<file path="src/agw_map.svh">
/*
 Register map, field positions and counts of the gain window block.
 Assumes inclusion by bare name.
*/
`ifndef AGW_MAP_SVH
`define AGW_MAP_SVH

// ---------------------------------------------------------------
// Register offsets (8-bit register index).
// ---------------------------------------------------------------
`define AGW_REG_WIN_SELECT 8'h00
`define AGW_REG_COL_START 8'h01
`define AGW_REG_LINE_START 8'h02
`define AGW_REG_COLS 8'h03
`define AGW_REG_LINES 8'h04
`define AGW_REG_GAIN_MODE 8'h05
`define AGW_REG_GAIN_VALUE 8'h06
`define AGW_REG_GAIN_MIN 8'h07
`define AGW_REG_GAIN_MAX 8'h08
`define AGW_REG_TARGET 8'h09
`define AGW_REG_IMG_COL_START 8'h0A
`define AGW_REG_IMG_LINE_START 8'h0B
`define AGW_REG_IMG_COLS 8'h0C
`define AGW_REG_IMG_LINES 8'h0D
`define AGW_REG_CONFIG 8'h0E
`define AGW_REG_STATUS 8'h0F
`define AGW_REG_AVERAGE 8'h10
`define AGW_REG_GAIN_LIMITS 8'h11

// ---------------------------------------------------------------
// Field positions.
// ---------------------------------------------------------------
`define AGW_CFG_BIN_BIT 0
`define AGW_CFG_WIDE_BIT 1
`define AGW_CFG_PROFILE_BIT 2
`define AGW_CFG_ASSIGN_BIT 3

// ---------------------------------------------------------------
// Values and counts.
// ---------------------------------------------------------------
`define AGW_TARGET_MIN 8'h32
`define AGW_TARGET_MAX 8'hCD
`define AGW_TARGET_RESET 8'h80
`define AGW_ONCE_FRAMES 5'h1E
`define AGW_GAIN_STEP 12'h001
`define AGW_GAIN_NARROW_MIN 12'h000
`define AGW_GAIN_NARROW_MAX 12'h0FF
`define AGW_GAIN_WIDE_MAX 12'hFFF
`define AGW_GAIN_BIN_MAX 12'h1FF
`define AGW_GAIN_RESET 12'h000

`endif

</file>
<file path="src/agw_pkg.sv">
/*
 Types shared by the automatic gain window control files.
 Assumes agw_map.svh is reachable by bare name.
*/
package agw_pkg;
   typedef enum logic [1:0] {AGW_OFF = 2'h0, AGW_ONCE = 2'h1, AGW_CONT = 2'h2} agw_mode_type;
   typedef enum logic [1:0] {AGW_IDLE = 2'h0, AGW_ACCUM = 2'h1, AGW_EVAL = 2'h3} agw_state_type;
endpackage

</file>
<file path="src/agw_stats_if.sv">
/*
 Interface carrying the frame statistics from the accumulator to the top.
 Assumes one clock domain shared by both ends.
*/
`timescale 1ns/1ps
`default_nettype none
interface agw_stats_if;
   logic [31:0] sum;
   logic [19:0] count;
   logic done;
   modport src (output sum, output count, output done);
   modport dst (input sum, input count, input done);
endinterface
`default_nettype wire

</file>
<file path="src/auto_gain_window_control.sv">
/*
 Automatic gain control over a programmable statistics window, with two
 indirectly addressed windows and a plain register port.
 Assumes pixel strobes arrive from another clock domain as levels held for
 at least three core_clk cycles per pixel, and software keeps the window
 inside the sensor.
*/
// What this block does
// - Windows reset to full sensor resolution.
// - Offsets are first column/line; sizes set extent.
// - Offsets and sizes accepted in single steps.
// - Binned mode still counts plain columns and lines.
// - Selector routes offset and size writes.
// - Step gain within limits toward target.
// - Use window one; once and continuous modes.
// - No overlap means gain holds its value.
// - Target clamped to 50 through 205.
// - Target is always an 8-bit gray level.
// - Gain limit range from format, binning, restriction.
// - Once mode gives up after 30 frames.
// - Continuous mode adjusts on every frame with overlap.
// - Only overlap pixels feed the average.
// - Switching off keeps last automatic gain.
`timescale 1ns/1ps
`default_nettype none
`include "agw_map.svh"
module auto_gain_window_control #(
   parameter int CW = 12,
   parameter logic [11:0] SENSOR_COLS = 12'h293,
   parameter logic [11:0] SENSOR_LINES = 12'h1EE
)
(
   input wire logic core_clk,
   input wire logic rst_n,
   input wire logic [7:0] regAddr,
   input wire logic [15:0] regWdata,
   input wire logic regWr,
   input wire logic regRd,
   output logic [15:0] regRdata,
   input wire logic pixFrameStart,
   input wire logic pixFrameEnd,
   input wire logic pixLineStart,
   input wire logic pixValid,
   input wire logic pixWide,
   input wire logic [11:0] pixData,
   output logic [11:0] gainOut,
   output agw_pkg::agw_mode_type gainModeOut
);
   import agw_pkg::*;

   // ---------------------------------------------------------------
   // Register state.
   // ---------------------------------------------------------------
   logic winSel_q;
   logic [CW-1:0] colStart_q [2];
   logic [CW-1:0] lineStart_q [2];
   logic [CW-1:0] cols_q [2];
   logic [CW-1:0] lines_q [2];
   logic [CW-1:0] imgColStart_q, imgLineStart_q, imgCols_q, imgLines_q;
   logic [11:0] gainMin_q, gainMax_q, gain_q;
   logic [7:0] target_q;
   logic binning_q, wideOff_q, profile_q, assignOne_q;
   agw_mode_type mode_q;
   logic [4:0] tries_q;
   logic [7:0] avg_q;
   logic [11:0] limLo, limHi;

   // ---------------------------------------------------------------
   // Pixel strobe synchronisers, two flip-flops each.
   // ---------------------------------------------------------------
   logic [4:0] syncA_q, syncB_q, syncC_q;
   logic [11:0] pixA_q, pixB_q;
   logic pixWideA_q, pixWideB_q;
   always_ff @(posedge core_clk or negedge rst_n)
   begin
      if (!rst_n)
      begin
         syncA_q <= '0;
         syncB_q <= '0;
         syncC_q <= '0;
         pixA_q <= '0;
         pixB_q <= '0;
         pixWideA_q <= 1'b0;
         pixWideB_q <= 1'b0;
      end
      else
      begin
         syncA_q <= {pixWide, pixFrameStart, pixFrameEnd, pixLineStart, pixValid};
         syncB_q <= syncA_q;
         syncC_q <= syncB_q;
         pixA_q <= pixData;
         pixB_q <= pixA_q;
         pixWideA_q <= pixWide;
         pixWideB_q <= pixWideA_q;
      end
   end

   // Edge strobes taken from the second stage and its delayed copy.
   logic evFrameStart, evFrameEnd, evLineStart, evPix;
   assign evPix = syncB_q[0] & ~syncC_q[0];
   assign evLineStart = syncB_q[1] & ~syncC_q[1];
   assign evFrameEnd = syncB_q[2] & ~syncC_q[2];
   assign evFrameStart = syncB_q[3] & ~syncC_q[3];

   // Wide pixels are scaled to 8 bits so the target means one gray level.
   logic [11:0] pixGray;
   assign pixGray = pixWideB_q ? {4'h0, pixB_q[11:4]} : {4'h0, pixB_q[7:0]};

   // ---------------------------------------------------------------
   // Window one intersected with the image window.
   // ---------------------------------------------------------------
   logic [CW:0] wEnd, iEnd;
   logic [CW-1:0] isLo, isHi, ilLo, ilHi;
   logic overlap;
   always_comb
   begin
      wEnd = {1'b0, colStart_q[0]} + {1'b0, cols_q[0]};
      iEnd = {1'b0, imgColStart_q} + {1'b0, imgCols_q};
      isLo = (colStart_q[0] > imgColStart_q) ? colStart_q[0] : imgColStart_q;
      isHi = (wEnd < iEnd) ? wEnd[CW-1:0] : iEnd[CW-1:0];
   end
   logic [CW:0] wlEnd, ilEnd;
   always_comb
   begin
      wlEnd = {1'b0, lineStart_q[0]} + {1'b0, lines_q[0]};
      ilEnd = {1'b0, imgLineStart_q} + {1'b0, imgLines_q};
      ilLo = (lineStart_q[0] > imgLineStart_q) ? lineStart_q[0] : imgLineStart_q;
      ilHi = (wlEnd < ilEnd) ? wlEnd[CW-1:0] : ilEnd[CW-1:0];
   end
   assign overlap = (isLo < isHi) && (ilLo < ilHi) && assignOne_q;

   // ---------------------------------------------------------------
   // Statistics path and average.
   // ---------------------------------------------------------------
   agw_stats_if stats ();
   agw_accum #(.PW(12), .CW(CW)) u_accum (
      .core_clk(core_clk),
      .rst_n(rst_n),
      .frameStart(evFrameStart),
      .frameEnd(evFrameEnd),
      .lineStart(evLineStart),
      .pixValid(evPix),
      .pixData(pixGray),
      .winColLo(isLo),
      .winColHi(isHi),
      .winLineLo(ilLo),
      .winLineHi(ilHi),
      .stats(stats.src)
   );

   logic [31:0] quot;
   logic divDone;
   logic divStart;
   assign divStart = stats.done && (stats.count != 20'h0);
   agw_divide #(.NW(32), .DW(20)) u_div (
      .core_clk(core_clk),
      .rst_n(rst_n),
      .start(divStart),
      .numer(stats.sum),
      .denom(stats.count),
      .quot(quot),
      .done(divDone)
   );

   // Allowed limit range follows format, binning and restriction switch.
   always_comb
   begin
      limLo = `AGW_GAIN_NARROW_MIN;
      if (wideOff_q)
         limHi = `AGW_GAIN_WIDE_MAX;
      else if (binning_q)
         limHi = `AGW_GAIN_BIN_MAX;
      else if (pixWideB_q)
         limHi = `AGW_GAIN_BIN_MAX;
      else
         limHi = `AGW_GAIN_NARROW_MAX;
   end

   // ---------------------------------------------------------------
   // Register writes; window fields go through the selector.
   // ---------------------------------------------------------------
   logic [CW-1:0] wv;
   assign wv = regWdata[CW-1:0];
   logic [11:0] wClamp;
   assign wClamp = (regWdata[11:0] < limLo) ? limLo : ((regWdata[11:0] > limHi) ? limHi : regWdata[11:0]);
   always_ff @(posedge core_clk or negedge rst_n)
   begin
      if (!rst_n)
      begin
         winSel_q <= 1'b0;
         for (int i = 0; i < 2; i++)
         begin
            colStart_q[i] <= '0;
            lineStart_q[i] <= '0;
            cols_q[i] <= SENSOR_COLS;
            lines_q[i] <= SENSOR_LINES;
         end
         imgColStart_q <= '0;
         imgLineStart_q <= '0;
         imgCols_q <= SENSOR_COLS;
         imgLines_q <= SENSOR_LINES;
         gainMin_q <= `AGW_GAIN_NARROW_MIN;
         gainMax_q <= `AGW_GAIN_NARROW_MAX;
         target_q <= `AGW_TARGET_RESET;
         binning_q <= 1'b0;
         wideOff_q <= 1'b0;
         profile_q <= 1'b0;
         assignOne_q <= 1'b1;
      end
      else if (regWr)
      begin
         if (regAddr == `AGW_REG_WIN_SELECT)
            winSel_q <= regWdata[0];
         else if (regAddr == `AGW_REG_COL_START)
            colStart_q[winSel_q] <= wv;
         else if (regAddr == `AGW_REG_LINE_START)
            lineStart_q[winSel_q] <= wv;
         else if (regAddr == `AGW_REG_COLS)
            cols_q[winSel_q] <= wv;
         else if (regAddr == `AGW_REG_LINES)
            lines_q[winSel_q] <= wv;
         else if (regAddr == `AGW_REG_GAIN_MIN)
            gainMin_q <= wClamp;
         else if (regAddr == `AGW_REG_GAIN_MAX)
            gainMax_q <= wClamp;
         else if (regAddr == `AGW_REG_TARGET)
            target_q <= (regWdata[7:0] < `AGW_TARGET_MIN) ? `AGW_TARGET_MIN :
                        ((regWdata[7:0] > `AGW_TARGET_MAX) ? `AGW_TARGET_MAX : regWdata[7:0]);
         else if (regAddr == `AGW_REG_IMG_COL_START)
            imgColStart_q <= wv;
         else if (regAddr == `AGW_REG_IMG_LINE_START)
            imgLineStart_q <= wv;
         else if (regAddr == `AGW_REG_IMG_COLS)
            imgCols_q <= wv;
         else if (regAddr == `AGW_REG_IMG_LINES)
            imgLines_q <= wv;
         else if (regAddr == `AGW_REG_CONFIG)
         begin
            binning_q <= regWdata[`AGW_CFG_BIN_BIT];
            wideOff_q <= regWdata[`AGW_CFG_WIDE_BIT];
            profile_q <= regWdata[`AGW_CFG_PROFILE_BIT];
            assignOne_q <= regWdata[`AGW_CFG_ASSIGN_BIT];
         end
      end
   end

   // ---------------------------------------------------------------
   // Mode, gain stepping and once-mode frame budget.
   // ---------------------------------------------------------------
   logic [7:0] avgNow;
   assign avgNow = (quot > 32'h0000_00FF) ? 8'hFF : quot[7:0];
   logic modeWr;
   assign modeWr = regWr && (regAddr == `AGW_REG_GAIN_MODE);
   always_ff @(posedge core_clk or negedge rst_n)
   begin
      if (!rst_n)
      begin
         mode_q <= AGW_OFF;
         gain_q <= `AGW_GAIN_RESET;
         tries_q <= '0;
         avg_q <= '0;
      end
      else if (modeWr)
      begin
         // The profile needs continuous mode, so once is upgraded when it is set.
         if (regWdata[1:0] == AGW_ONCE && profile_q)
            mode_q <= AGW_CONT;
         else if (regWdata[1:0] == AGW_ONCE)
            mode_q <= AGW_ONCE;
         else if (regWdata[1:0] == AGW_CONT)
            mode_q <= AGW_CONT;
         else
            mode_q <= AGW_OFF;
         tries_q <= '0;
      end
      else if (regWr && regAddr == `AGW_REG_GAIN_VALUE && mode_q == AGW_OFF)
      begin
         gain_q <= regWdata[11:0];
      end
      else if (divDone)
      begin
         avg_q <= avgNow;
         if (mode_q != AGW_OFF && overlap)
         begin
            if (avgNow < target_q && gain_q < gainMax_q)
               gain_q <= gain_q + `AGW_GAIN_STEP;
            else if (avgNow > target_q && gain_q > gainMin_q)
               gain_q <= gain_q - `AGW_GAIN_STEP;
            else if (gain_q > gainMax_q)
               gain_q <= gainMax_q;
            else if (gain_q < gainMin_q)
               gain_q <= gainMin_q;
            if (mode_q == AGW_ONCE)
            begin
               tries_q <= tries_q + 1'b1;
               if (avgNow == target_q || tries_q == `AGW_ONCE_FRAMES - 5'h01)
                  mode_q <= AGW_OFF;
            end
         end
      end
   end

   // Output gain: registered gain_q, held unchanged when window one misses the image.
   always_ff @(posedge core_clk or negedge rst_n)
   begin
      if (!rst_n)
      begin
         gainOut <= `AGW_GAIN_RESET;
         gainModeOut <= AGW_OFF;
      end
      else
      begin
         gainOut <= gain_q;
         gainModeOut <= mode_q;
      end
   end

   // ---------------------------------------------------------------
   // Read port, data valid one cycle after the strobe.
   // ---------------------------------------------------------------
   always_ff @(posedge core_clk or negedge rst_n)
   begin
      if (!rst_n)
         regRdata <= '0;
      else if (!regRd)
         regRdata <= '0;
      else if (regAddr == `AGW_REG_WIN_SELECT)
         regRdata <= {15'h0, winSel_q};
      else if (regAddr == `AGW_REG_COL_START)
         regRdata <= 16'(colStart_q[winSel_q]);
      else if (regAddr == `AGW_REG_LINE_START)
         regRdata <= 16'(lineStart_q[winSel_q]);
      else if (regAddr == `AGW_REG_COLS)
         regRdata <= 16'(cols_q[winSel_q]);
      else if (regAddr == `AGW_REG_LINES)
         regRdata <= 16'(lines_q[winSel_q]);
      else if (regAddr == `AGW_REG_GAIN_MODE)
         regRdata <= {14'h0, mode_q};
      else if (regAddr == `AGW_REG_GAIN_VALUE)
         regRdata <= {4'h0, gain_q};
      else if (regAddr == `AGW_REG_GAIN_MIN)
         regRdata <= {4'h0, gainMin_q};
      else if (regAddr == `AGW_REG_GAIN_MAX)
         regRdata <= {4'h0, gainMax_q};
      else if (regAddr == `AGW_REG_TARGET)
         regRdata <= {8'h0, target_q};
      else if (regAddr == `AGW_REG_IMG_COL_START)
         regRdata <= 16'(imgColStart_q);
      else if (regAddr == `AGW_REG_IMG_LINE_START)
         regRdata <= 16'(imgLineStart_q);
      else if (regAddr == `AGW_REG_IMG_COLS)
         regRdata <= 16'(imgCols_q);
      else if (regAddr == `AGW_REG_IMG_LINES)
         regRdata <= 16'(imgLines_q);
      else if (regAddr == `AGW_REG_CONFIG)
         regRdata <= {12'h0, assignOne_q, profile_q, wideOff_q, binning_q};
      else if (regAddr == `AGW_REG_STATUS)
         regRdata <= {10'h0, tries_q, overlap};
      else if (regAddr == `AGW_REG_AVERAGE)
         regRdata <= {8'h0, avg_q};
      else if (regAddr == `AGW_REG_GAIN_LIMITS)
         regRdata <= {limHi[11:4], limLo[11:4]};
      else
         regRdata <= 16'h0000;
   end
endmodule
`default_nettype wire

</file>
<file path="src/agw_accum.sv">
/*
 Per-frame gray level sum over the window overlap.
 Assumes synchronised strobes on core_clk.
*/
`timescale 1ns/1ps
`default_nettype none
module agw_accum #(parameter int PW = 12, parameter int CW = 12)
(
   input wire logic core_clk,
   input wire logic rst_n,
   input wire logic frameStart,
   input wire logic frameEnd,
   input wire logic lineStart,
   input wire logic pixValid,
   input wire logic [PW-1:0] pixData,
   input wire logic [CW-1:0] winColLo,
   input wire logic [CW-1:0] winColHi,
   input wire logic [CW-1:0] winLineLo,
   input wire logic [CW-1:0] winLineHi,
   agw_stats_if.src stats
);
   logic [CW-1:0] col_q;
   logic [CW-1:0] line_q;
   logic inWin;

   // Window bounds are pre-intersected by the top, inclusive low, exclusive high.
   assign inWin = (col_q >= winColLo) && (col_q < winColHi) && (line_q >= winLineLo) && (line_q < winLineHi);

   // ---------------------------------------------------------------
   // Position counters, in plain columns and lines whatever the binning setting.
   // ---------------------------------------------------------------
   always_ff @(posedge core_clk or negedge rst_n)
   begin
      if (!rst_n)
      begin
         col_q <= '0;
         line_q <= '0;
      end
      else if (frameStart)
      begin
         col_q <= '0;
         line_q <= '0;
      end
      else if (lineStart)
      begin
         col_q <= '0;
         line_q <= line_q + 1'b1;
      end
      else if (pixValid)
      begin
         col_q <= col_q + 1'b1;
      end
   end

   // Sum and count only overlapping pixels; result published at frame end.
   always_ff @(posedge core_clk or negedge rst_n)
   begin
      if (!rst_n)
      begin
         stats.sum <= '0;
         stats.count <= '0;
         stats.done <= 1'b0;
      end
      else
      begin
         stats.done <= frameEnd;
         if (frameStart)
         begin
            stats.sum <= '0;
            stats.count <= '0;
         end
         else if (pixValid && inWin && !stats.done)
         begin
            stats.sum <= stats.sum + 32'(pixData);
            stats.count <= stats.count + 1'b1;
         end
      end
   end
endmodule
`default_nettype wire

</file>
<file path="src/agw_divide.sv">
/*
 Serial divider for the frame average, one bit per clock.
 Assumes a one-cycle start and a nonzero divisor.
*/
`timescale 1ns/1ps
`default_nettype none
module agw_divide #(parameter int NW = 32, parameter int DW = 20)
(
   input wire logic core_clk,
   input wire logic rst_n,
   input wire logic start,
   input wire logic [NW-1:0] numer,
   input wire logic [DW-1:0] denom,
   output logic [NW-1:0] quot,
   output logic done
);
   logic [NW-1:0] num_q;
   logic [DW:0] rem_q;
   logic [5:0] cnt_q;
   logic busy_q;
   logic [DW:0] trial;

   assign trial = {rem_q[DW-1:0], num_q[NW-1]} - {1'b0, denom};

   // Restoring division keeps the area small; a frame gives plenty of time.
   always_ff @(posedge core_clk or negedge rst_n)
   begin
      if (!rst_n)
      begin
         num_q <= '0;
         rem_q <= '0;
         cnt_q <= '0;
         busy_q <= 1'b0;
         quot <= '0;
         done <= 1'b0;
      end
      else
      begin
         done <= 1'b0;
         if (start)
         begin
            num_q <= numer;
            rem_q <= '0;
            cnt_q <= 6'(NW);
            busy_q <= 1'b1;
         end
         else if (busy_q)
         begin
            if (!trial[DW])
            begin
               rem_q <= trial;
            end
            else
            begin
               rem_q <= {rem_q[DW-1:0], num_q[NW-1]};
            end
            num_q <= {num_q[NW-2:0], ~trial[DW]};
            cnt_q <= cnt_q - 1'b1;
            if (cnt_q == 6'h01)
            begin
               busy_q <= 1'b0;
               done <= 1'b1;
               quot <= {num_q[NW-2:0], ~trial[DW]};
            end
         end
      end
   end
endmodule
`default_nettype wire

</file>
<file path="config.mk">
export PLATFORM = sky130hd
export DESIGN_NAME = auto_gain_window_control
export DESIGN_NICKNAME = d
export VERILOG_FILES = /design/src/agw_pkg.sv /design/src/agw_stats_if.sv /design/src/auto_gain_window_control.sv /design/src/agw_accum.sv /design/src/agw_divide.sv
export VERILOG_INCLUDE_DIRS = /design/src
export SDC_FILE = /design/constraint.sdc
export NUM_CORES = 1
export LEC_CHECK = 0
export BUFFER_PORTS_ARGS = -buffer_cell sky130_fd_sc_hd__buf_2
export CORE_MARGIN = 8
export CORE_UTILIZATION = 30
export CTS_BUF_LIST = sky130_fd_sc_hd__clkbuf_4 sky130_fd_sc_hd__clkbuf_8
export CTS_CLUSTER_SIZE = 10
export DETAILED_ROUTE_END_ITERATION = 6
export HOLD_SLACK_MARGIN = 0.05
export PLACE_DENSITY = 0.48
export RECOVER_POWER = 50
export SYNTH_ARGS = -nofsm -noshare
export SYNTH_HDL_FRONTEND = slang
export SYNTH_SLANG_ARGS = --single-unit
</file>
<file path="constraint.sdc">
create_clock -name core_clk -period 12.55 [get_ports core_clk]
set_input_delay 0.6275 -clock core_clk [delete_from_list [all_inputs] [get_ports core_clk]]
set_output_delay 0.6275 -clock core_clk [all_outputs]
set_load 0.02 [all_outputs]
</file>
# Word level (Yosys, flattened, before mapping)
# Cells that the tools add are included.
word_totals:
  reg_bits: 445
  latch_bits: 0
  ramBits: 0
  mem_bits_ro: 0
  input_bits: 45
  out_inout_bits: 30
  elab_cells: 274
  n_memories: 0
op_classes:
  n_addsub: 13
  mul: 0
  div: 0
  n_lt_le_gt_ge: 23
  n_eq_ne: 24
  n_shift: 0
  muxes: 93
  n_bitwise: 25
  n_reduce_logical: 51
op_table:
  columns: ["cell", "n"]
  rows:
  - ["two-way mux 12 bit", 32]
  - ["two-way mux 16 bit", 19]
  - ["two-way mux 32 bit", 4]
  - ["two-way mux 20 bit", 5]
  - ["bitwise mux 24 bit", 4]
  - ["< comparator 12 bit", 6]
  - ["equality test 8 x 4 -> 1 bit (second input constant)", 8]
  - ["greater-than comparator 12 bit", 5]
  - ["adder 12 x 12 -> 13 bit", 4]
  - ["adder 12 x 1 -> 12 bit (second input constant)", 3]
  - ["adder 32 x 8 -> 32 bit", 1]
  - ["equality test 8 x 3 -> 1 bit (second input constant)", 4]
  - ["greater-than comparator 32 x 8 -> 1 bit (second input constant)", 1]
  - ["two-way mux 8 bit", 4]
  - ["< comparator 13 bit", 2]
  - ["two-way mux 5 bit", 5]
  - ["greater-or-equal comparator 12 bit", 2]
  - ["subtractor 21 x 20 -> 21 bit", 1]
  - ["adder 20 x 1 -> 20 bit (second input constant)", 1]
  - ["NOT 1 bit", 20]
  - ["nonzero test 2 bit", 10]
  - ["nonzero test 20 bit", 1]
  - ["two-way mux 2 bit", 9]
  - ["two-way mux 9 bit", 2]
  - ["44 further kinds", 76]

# Logic depth before layout (Yosys ltp)
# Gate-level depths: netlist of run 1.
logic_depth:
  depth_word: 23
  depth_mapped: 34
  ltp_nobuf: 30

# Cells and area by module
# A second synthesis of run 1 with hierarchy kept.
hier_totals:
  cells_unflattened: 3085
  area_unflattened_um2: 28561.1
by_module_without_submodules:
  columns: ["module", "n_inst", "cells_per_inst", "area_each_um2", "seq_area_each_um2"]
  rows:
  - ["auto_gain_window_control", 1, 1891, 17968.5, 6914.1]
  - ["agw_accum", 1, 611, 5427.7, 1926.8]
  - ["agw_divide", 1, 583, 5165.0, 2302.2]

# Least setup slack after synthesis of run 1
# Ideal clock, no wire load.
synth_path:
  path_type: "register -> register"
  start: "reg lines_q[13] (netlist name)"
  end: "reg u_accum.stats.count[16]"
  setup_time_ps: 78
  arrival_ps: 6648
  t_required_ps: 12472
  path_slack_ps: 5824
  stages_incl_launch_ff: 29
  n_path_buf: 3
  synth_period_minus_slack_ps: 6726
  cell_sequence: "dfstp_2 ha_1 a211o_1 a2111oi_0 nor2_1 a21oi_1 xnor2_1 ha_1 and4_1 nand2_1 nand4_1 a31oi_1 or4_1 a2111oi_0 nand2b_1 buf_4 clkbuf_1 a21oi_1 ha_1 a22oi_1 o211ai_1 nor4_1 o221a_2 o31ai_1 a311o_1 or4b_1 buf_2 or4_1 a21oi_1"
synth_via:
  elab_chain_len: 8
synth_rtl:
  columns: ["element", "line_no", "rtl"]
  rows:
  - ["start, declared", "auto_gain_window_control.sv:58", "logic [CW-1:0] lines_q [2];"]
  - ["start signal, assigned by index", "auto_gain_window_control.sv:221", "lines_q[winSel_q] <= wv;"]
  - ["adder 12 x 12 -> 13 bit *", "auto_gain_window_control.sv:125", "wlEnd = {1'b0, lineStart_q[0]} + {1'b0, lines_q[0]};"]
  - ["< comparator 13 bit", "auto_gain_window_control.sv:128", "ilHi = (wlEnd < ilEnd) ? wlEnd[CW-1:0] : ilEnd[CW-1:0];"]
  - ["two-way mux 12 bit *", "auto_gain_window_control.sv:128", null]
  - ["< comparator 12 bit *", "agw_accum.sv:27", "assign inWin = (col_q >= winColLo) && (col_q < winColHi) && (line_q >= winLineLo) && (line_q < winLineHi);"]
  - ["logical AND 1 bit *", "agw_accum.sv:27", null]
  - ["logical AND 1 bit * (2 in series)", "agw_accum.sv:72", "else if (pixValid && inWin && !stats.done)"]
  - ["nonzero test 2 bit (no source line) *", null, null]
  - ["end signal, assigned", "agw_accum.sv:75", "stats.count <= stats.count + 1'b1;"]
  - ["end, declared", "agw_stats_if.sv:11", "modport src (output sum, output count, output done);"]
# Every way passes the cells marked *; elsewhere a longest branch is shown, timed or not.
# A chain may end at the register's enable or synchronous reset.

==> results.py, run 1 <==
metrics = {
    "global_routing": {
        "antenna_found_initial": 1,
        "grt_first_pass_wirelength_um": 133000,
        "grt_pass1_vias": 21906,
        "grtUsageTotal_pct": 16.2,
        "grt_overflow": 0,
        "grt_max_degree": 158,
    },
    "floorplan": {
        "dieWidth_um": 321,
        "die_height_um": 321,
        "ios": 75,
        "rows": 112,
        "dieArea_um2": 103000,
        "core_area_um2": 92900,
        "initial_core_util_pct": 30.1,
    },
    "run": {
        "drv_cap": 5,
    },
    "timing": {
        "fin_crit_ps": 8520,
        "relSlewSlack_pct": -266,
        "setup_viol": 0,
        "slew_viol_final": 417,
        "rsz0062_at_grt": "false",
        "fin_skew_ps": 38.2,
        "hold_viol": 0,
        "period_share_pct": 67.9,
        "fin_setup_tns_ps": 0,
        "tightest_slew_ps": 5490,
        "whs_ps": 277,
        "max_freq_mhz": 117,
    },
    "synth": {
        "syn_nets": 3210,
        "ys.flop_type": "dfrtp_1",
        "yosysWarnings": 0,
        "syn_inst": 2933,
        "synth_edf_count": 0,
        "synth_top_family_by_area": "compound AO/OA/AOI/OAI gates",
        "syn_area_um2": 28000,
        "synth-seq-cells": 443,
        "synth-adder-area-share_pct": 10.6,
        "synthXorXnorAreaFrac_pct": 2.82,
        "synthSimpleGateAreaFrac_pct": 13.6,
        "yosysSeqAreaShare_pct": 39.8,
        "yosysUniqueCellTypes": 85,
        "synth-compound-area-share_pct": 17.3,
        "syn_avg_cell_area_um2": 9.54,
        "synth.area.mux_share_pct": 11.7,
        "async_reset_ff_share_pct": 100,
    },
    "run_status": {
        "violations": "capacitance limit, slew limit",
        "outcome": "complete, but fails checks",
    },
    "place": {
        "dp.cells": 4146,
        "io_buffers": 70,
        "gp_congestion": 0.890,
        "placed_cell_area_um2": 29700,
        "place_hpwl_um": 61600,
    },
    "clocking": {
        "cts_resized": 0,
        "cts_setup_buffers": 0,
        "cts_sinks": 443,
        "clkTransAtPathRegs_ps": 60,
        "cts_tree": "done",
        "clkLatencyLatePin_ps": 700,
        "root_buffer": "clkbuf_8",
        "cts_buffers": 81,
        "cts_buffer_depth": 3,
        "htree_levels": 3,
        "cts_hold_buf": 18,
    },
    "routing": {
        "vias": 22253,
        "wl_per_cell_um": 19.7,
        "drt_wl_total_um": 85200,
        "drc": 0,
        "via_per_inst": 5.16,
        "drt_iter0_markers": 1468,
        "ant_nets": 0,
        "dr.pass1.iters": 5,
    },
    "worst_setup_path": {
        "crit_family": "buffers and inverters",
        "crit_required_ps": 12420,
        "criticalPathCategory": "in2async",
        "critPathBufInv": 3,
        "cp_cell_sequence": "dlygate4sd3_1 > clkbuf_1 > clkbuf_2",
        "path_max_fanout": 157,
        "critPathLaunchType": "primary input",
        "critPathArrivalTime_ps": 8390,
        "endpoint_kind": "asynchronous set/reset pin",
        "critPathSlowestCell": "clkbuf_1",
        "cpPeakStageDelay_ps": 3800,
    },
    "pwr": {
        "p_leak_nw": 14.9,
        "power_density_nw_per_um2": 116,
        "ir_drop_mv": 0.0782,
    },
    "finish": {
        "final_cell_count_no_fill": 4314,
        "diodes": 0,
        "drive_gt1_share_pct": 15.9,
        "synthToLayoutAreaGrowth_pct": 12.9,
        "nets": 3270,
        "final_cell_area_um2": 31600,
    },
    "min_path": {
        "hold_path_class": "in2reg",
    },
}
[worst register-to-register path, cell delays in order (launching register included)]
cell       delay [ps]
dfrtp_1           500
ha_1              360
a211o_1           330
a2111oi_0         650
nor2_1            150
a21oi_1           210
xnor2_1           110
ha_1              320
and4_1            210
nand2_1            60
nand4_1            80
a31oi_1            70
or4_1             530
a2111oi_0         370
nand2b_1          640
mux2_2            440
ha_1              310
and3_1            210
nand3_1           120
a2111oi_0         810
a21o_1            490
nor3_2            190
o21ai_1           910
a22oi_1           220
[power breakdown]
group | switching, mW | internal [mW]
sequential | 0.0591 | 1.48
clock | 0.656 | 0.863
combinational | 0.379 | 0.233
total | 1.09 | 2.57
[sequential cells by signal, indices dropped and copies added, names as in the netlist, 14 cells and up]
name / count
u_accum.stats.sum: 32
u_accum.stats.count: 20
lines_q: 24
lineStart_q: 24
u_div.quot: 32
regRdata: 14
colStart_q: 24
u_div.num_q: 32
u_div.rem_q: 20
cols_q: 24
[cell usage in the layout, fill, tap and decap left out, drive strengths merged, types with 85 or more instances in the layout]
master	netlist	final
a21oi	226	226
inv	156	160
a21o	85	85
o21ai	193	193
nor2	278	278
mux2i	113	113
mux2	187	187
nand2	175	175
dfrtp	397	397
clkbuf	124	167
ha	226	226
[cell usage after synthesis (6+ instances only)]
cell	number	area [um2]
and3_1	32	200
nor2b_1	33	206
nand2_1	175	657
o21ai_0	187	936
nor2_1	278	1040
clkbuf_1	123	462
mux2_2	187	2110
nor3_1	41	205
mux2i_1	113	1130
xor2_1	42	368
dfstp_2	46	1210
nand2b_1	29	181
o21bai_1	8	60.1
nor4b_1	6	52.6
a21o_1	85	638
and4_1	6	52.6
a31oi_1	24	150
fa_1	6	120
nor4_1	20	125
a221o_1	13	130
a221oi_1	14	123
or2_2	9	56.3
o31ai_1	17	128
or4_1	14	105
dfrtp_1	397	9930
a211oi_1	16	120
o21a_1	28	210
ha_1	226	2830
nand3_1	58	290
xnor2_1	48	420
or3_1	27	169
nand4_1	41	257
a21oi_1	226	1130
and2_1	16	100
a22oi_1	13	97.6
inv_1	156	586
o221ai_1	8	70.1
buf_1	19	71.3
o211ai_1	16	120
o22ai_1	21	131
a211o_1	6	52.6
[layer usage]
layer / global-route usage, % / part of all wire [%]
met2: 25.5 / 45
met5: 0 / 0
met3: 2.55 / 4.1
met4: 4.83 / 2.9
met1: 22.8 / 48
[worst paths after layout]
path                                  from                end  slack, ps  depth (start not counted)
min in group asynchronous            rst_n  imgColStart_q[11]       2540                          2
hold reg to reg                 syncA_q[2]         syncB_q[2]        340                          0
setup reg to reg           lineStart_q[13]         gain_q[11]       4080                         23
setup / recovery                     rst_n          pixB_q[2]       4030                          3
hold / removal                       regRd       regRdata[14]        280                          3
max in group core_clk      lineStart_q[13]         gain_q[11]       4080                         23
[kinds of logic after synthesis]
kind of cell / Yosys count
compound gates: 763
fa+ha+maj: 233
buf+inv: 305
flops: 443
simple gates: 798
xor+xnor: 90
mux: 301
[stage by stage]
step / total power, mW / utilization (%) / setup WS, ps
floorplan: 1.95 / - / 5820
global placement: 2.17 / 31.9 / 4110
detailed placement: 2.17 / 31.9 / 4030
CTS: 3.73 / 34.1 / 3990
global route: 3.86 / 34.0 / 2440
finish: 3.67 / 34.0 / 4030
[final cells by class]
cell class	count	area, um2
clock buffers	130	1620
clock inverters	20	168
fillers	9706	61300
inverters	157	589
multi-input cells	2185	15700
flip-flops and latches	443	11100
well taps	1254	1570
repair buffers	125	763
(Power assumes the default switching activity.)
==> inputs of run 2 (changes only) <==
PLACE_DENSITY = 0.5   (was 0.48)
clock period = 7.68 ns   (was 12.55 ns; I/O delays follow)
==> run 2 against run 1 <==
The flow still finishes with violations (capacitance limit, slew limit). Via count is 0.51% higher. Final cell count is 0.44% higher. Sequential cell count stayed put. Design area is 0.65% higher. Non-clock buffer count is 23 higher. Sequential power is 62% higher. Register-to-register slack worse by 3500 ps. First-iteration DRC count is 11% higher. Routed wire length is 0.28% higher. Clock skew is 4.6 ps lower. Die area stayed put. Critical path type is now reg2reg. Largest cell class unchanged.
==> results.py, run 2 (same netlist as run 1, synthesis figures left out) <==
metrics = {
    "run_status": {
        "outcome": "complete, but fails checks",
        "violations": "capacitance limit, slew limit",
    },
    "routing": {
        "drt_iter0_markers": 1628,
        "drc": 0,
        "ant_nets": 0,
        "drt_wl_total_um": 85400,
        "dr.pass1.iters": 5,
        "wl_per_cell_um": 19.7,
        "via_per_inst": 5.16,
        "vias": 22367,
    },
    "global_routing": {
        "grt_overflow": 0,
        "grt_pass1_vias": 21675,
        "antenna_found_initial": 4,
        "grtUsageTotal_pct": 16.2,
        "grt_max_degree": 140,
        "grt_first_pass_wirelength_um": 132000,
    },
    "finish": {
        "synthToLayoutAreaGrowth_pct": 13.6,
        "nFillCells": 9564,
        "regArea_um2": 11100,
        "final_util_pct": 34.2,
        "mostFrequentLayoutCells": "dfrtp_1 (395), nor2_1 (277), ha_1 (226)",
        "nets": 3292,
        "drive_gt1_share_pct": 16.4,
        "multi_input_area_um2": 15700,
        "layout_commonest_cell": "dfrtp_1",
        "final_cell_area_um2": 31800,
        "top_regs": "u_accum.stats.sum x32, u_div.num_q x32, u_div.quot x32",
    },
    "worst_setup_path": {
        "worst-r2r-cell-count": 28,
        "critPathCapture": "u_accum.stats.count[16]",
        "reg2reg_from": "imgLineStart_q[0]",
        "critPathLaunch": "imgLineStart_q[0]",
        "ff2ff_setup_slack_ps": 550,
        "worstReg2RegEnd": "u_accum.stats.count[16]",
        "criticalPathCategory": "reg2reg",
        "cpPeakStageDelay_ps": 600,
        "endpoint_kind": "flop",
        "critPathSlowestCell": "or4b_4",
        "crit_required_ps": 8250,
        "critPathLaunchType": "flop",
        "critPathArrivalTime_ps": 7690,
        "path_max_fanout": 8,
        "cp_common_cell": "ha_1",
    },
    "pwr": {
        "power_density_nw_per_um2": 190,
        "p_leak_nw": 15.0,
        "ir_drop_mv": 0.0945,
    },
    "floorplan": {
        "rows": 112,
        "dieWidth_um": 321,
        "core_area_um2": 92900,
        "die_height_um": 321,
        "ios": 75,
        "initial_core_util_pct": 30.1,
        "dieArea_um2": 103000,
    },
    "timing": {
        "period_share_pct": 92.8,
        "hold_viol": 0,
        "tightest_slew_ps": 3820,
        "fin_setup_tns_ps": 0,
        "rsz0062_at_grt": "false",
        "fin_skew_ps": 33.6,
        "fin_crit_ps": 7130,
        "slew_viol_final": 372,
        "relSlewSlack_pct": -155,
        "max_freq_mhz": 140,
        "setup_viol": 0,
    },
    "place": {
        "io_buffers": 70,
        "gp_congestion": 0.939,
        "place_hpwl_um": 61900,
        "placed_cell_area_um2": 29800,
    },
    "clocking": {
        "cts_buffer_depth": 3,
        "root_buffer": "clkbuf_8",
        "cts_setup_buffers": 0,
        "clkTransAtPathRegs_ps": 60,
        "cts_buffers": 80,
        "cts_tree": "done",
        "cts_sinks": 443,
        "clkLatencyLatePin_ps": 690,
        "htree_levels": 3,
    },
    "run": {
        "drv_cap": 5,
    },
    "min_path": {
        "hold_path_class": "in2reg",
    },
}
==> run 2: power by group <==
| part | internal, mW | switching (mW) | leakage (nW) |
|---|---|---|---|
| combinational | 0.391 | 0.628 | 8.33 |
| clock | 1.46 | 1.05 | 0.953 |
| sequential | 2.41 | 0.0883 | 5.73 |
==> run 2: worst max-delay path: cells and delay by family, from the launching register on <==
family                   cells  cell delay (ps)
AO/OA/AOI/OAI               10             1890
XOR/XNOR                     1              280
adder cells (fa/ha/maj)      4             1260
buffers and inverters        2              140
flip-flops                   1              430
multiplexers                 1              360
AND/OR/NAND/NOR             10             2630
==> run 2: worst min-delay path by stage <==
| stage | startpoint | endpoint | slack [ps] | cells after the start |
|---|---|---|---|---|
| after floorplan | rst_n | avg_q[0] | 90 | 0 |
| after global placement | pixA_q[9] | pixB_q[9] | 330 | 0 |
| after detailed placement | pixA_q[7] | pixB_q[7] | 330 | 0 |
| after CTS | regWdata[4] | imgLineStart_q[4] | 130 | 4 |
| after global routing | regWr | winSel_q | 160 | 3 |
| final | regWdata[7] | target_q[7] | 200 | 4 |
==> run 2: layer usage <==
metal	GRT usage [%]	part of all wire, %	vias up
met2	25.3	44	522
met4	4.97	3.1	0
met3	3.15	5.3	131
met5	0	0	-
met1	22.7	47	10903
li1	-	-	10811
==> run 2: metrics by stage <==
stage                     hold WS [ps]  power, mW  setup WS (ps)  std cells
after floorplan                   88.4       3.18            954       2933
after global placement             334       3.55            283       4168
after detailed placement           335       3.55            314       4168
after CTS                          129       6.12            316       4329
after global routing               162       6.35           4.53       4331
final                              197       6.03            554       4333
==> run 2: area by class of cell <==
type                    instances  share of cell area (%)
multi-input cells            2185                    49.5
flip-flops and latches        443                    35.1
clock buffers                 131                    5.22
well taps                    1254                    4.94
repair buffers                148                    2.94
inverters                     157                    1.85
clock inverters                11                   0.429
diodes                          4                  0.0315
==> run 2: what timing repair did <==
item	CTS	global route
hold buffers	19	0
hold endpoints to repair	77	0
gates resized for setup	0	7
setup endpoints to repair	0	28
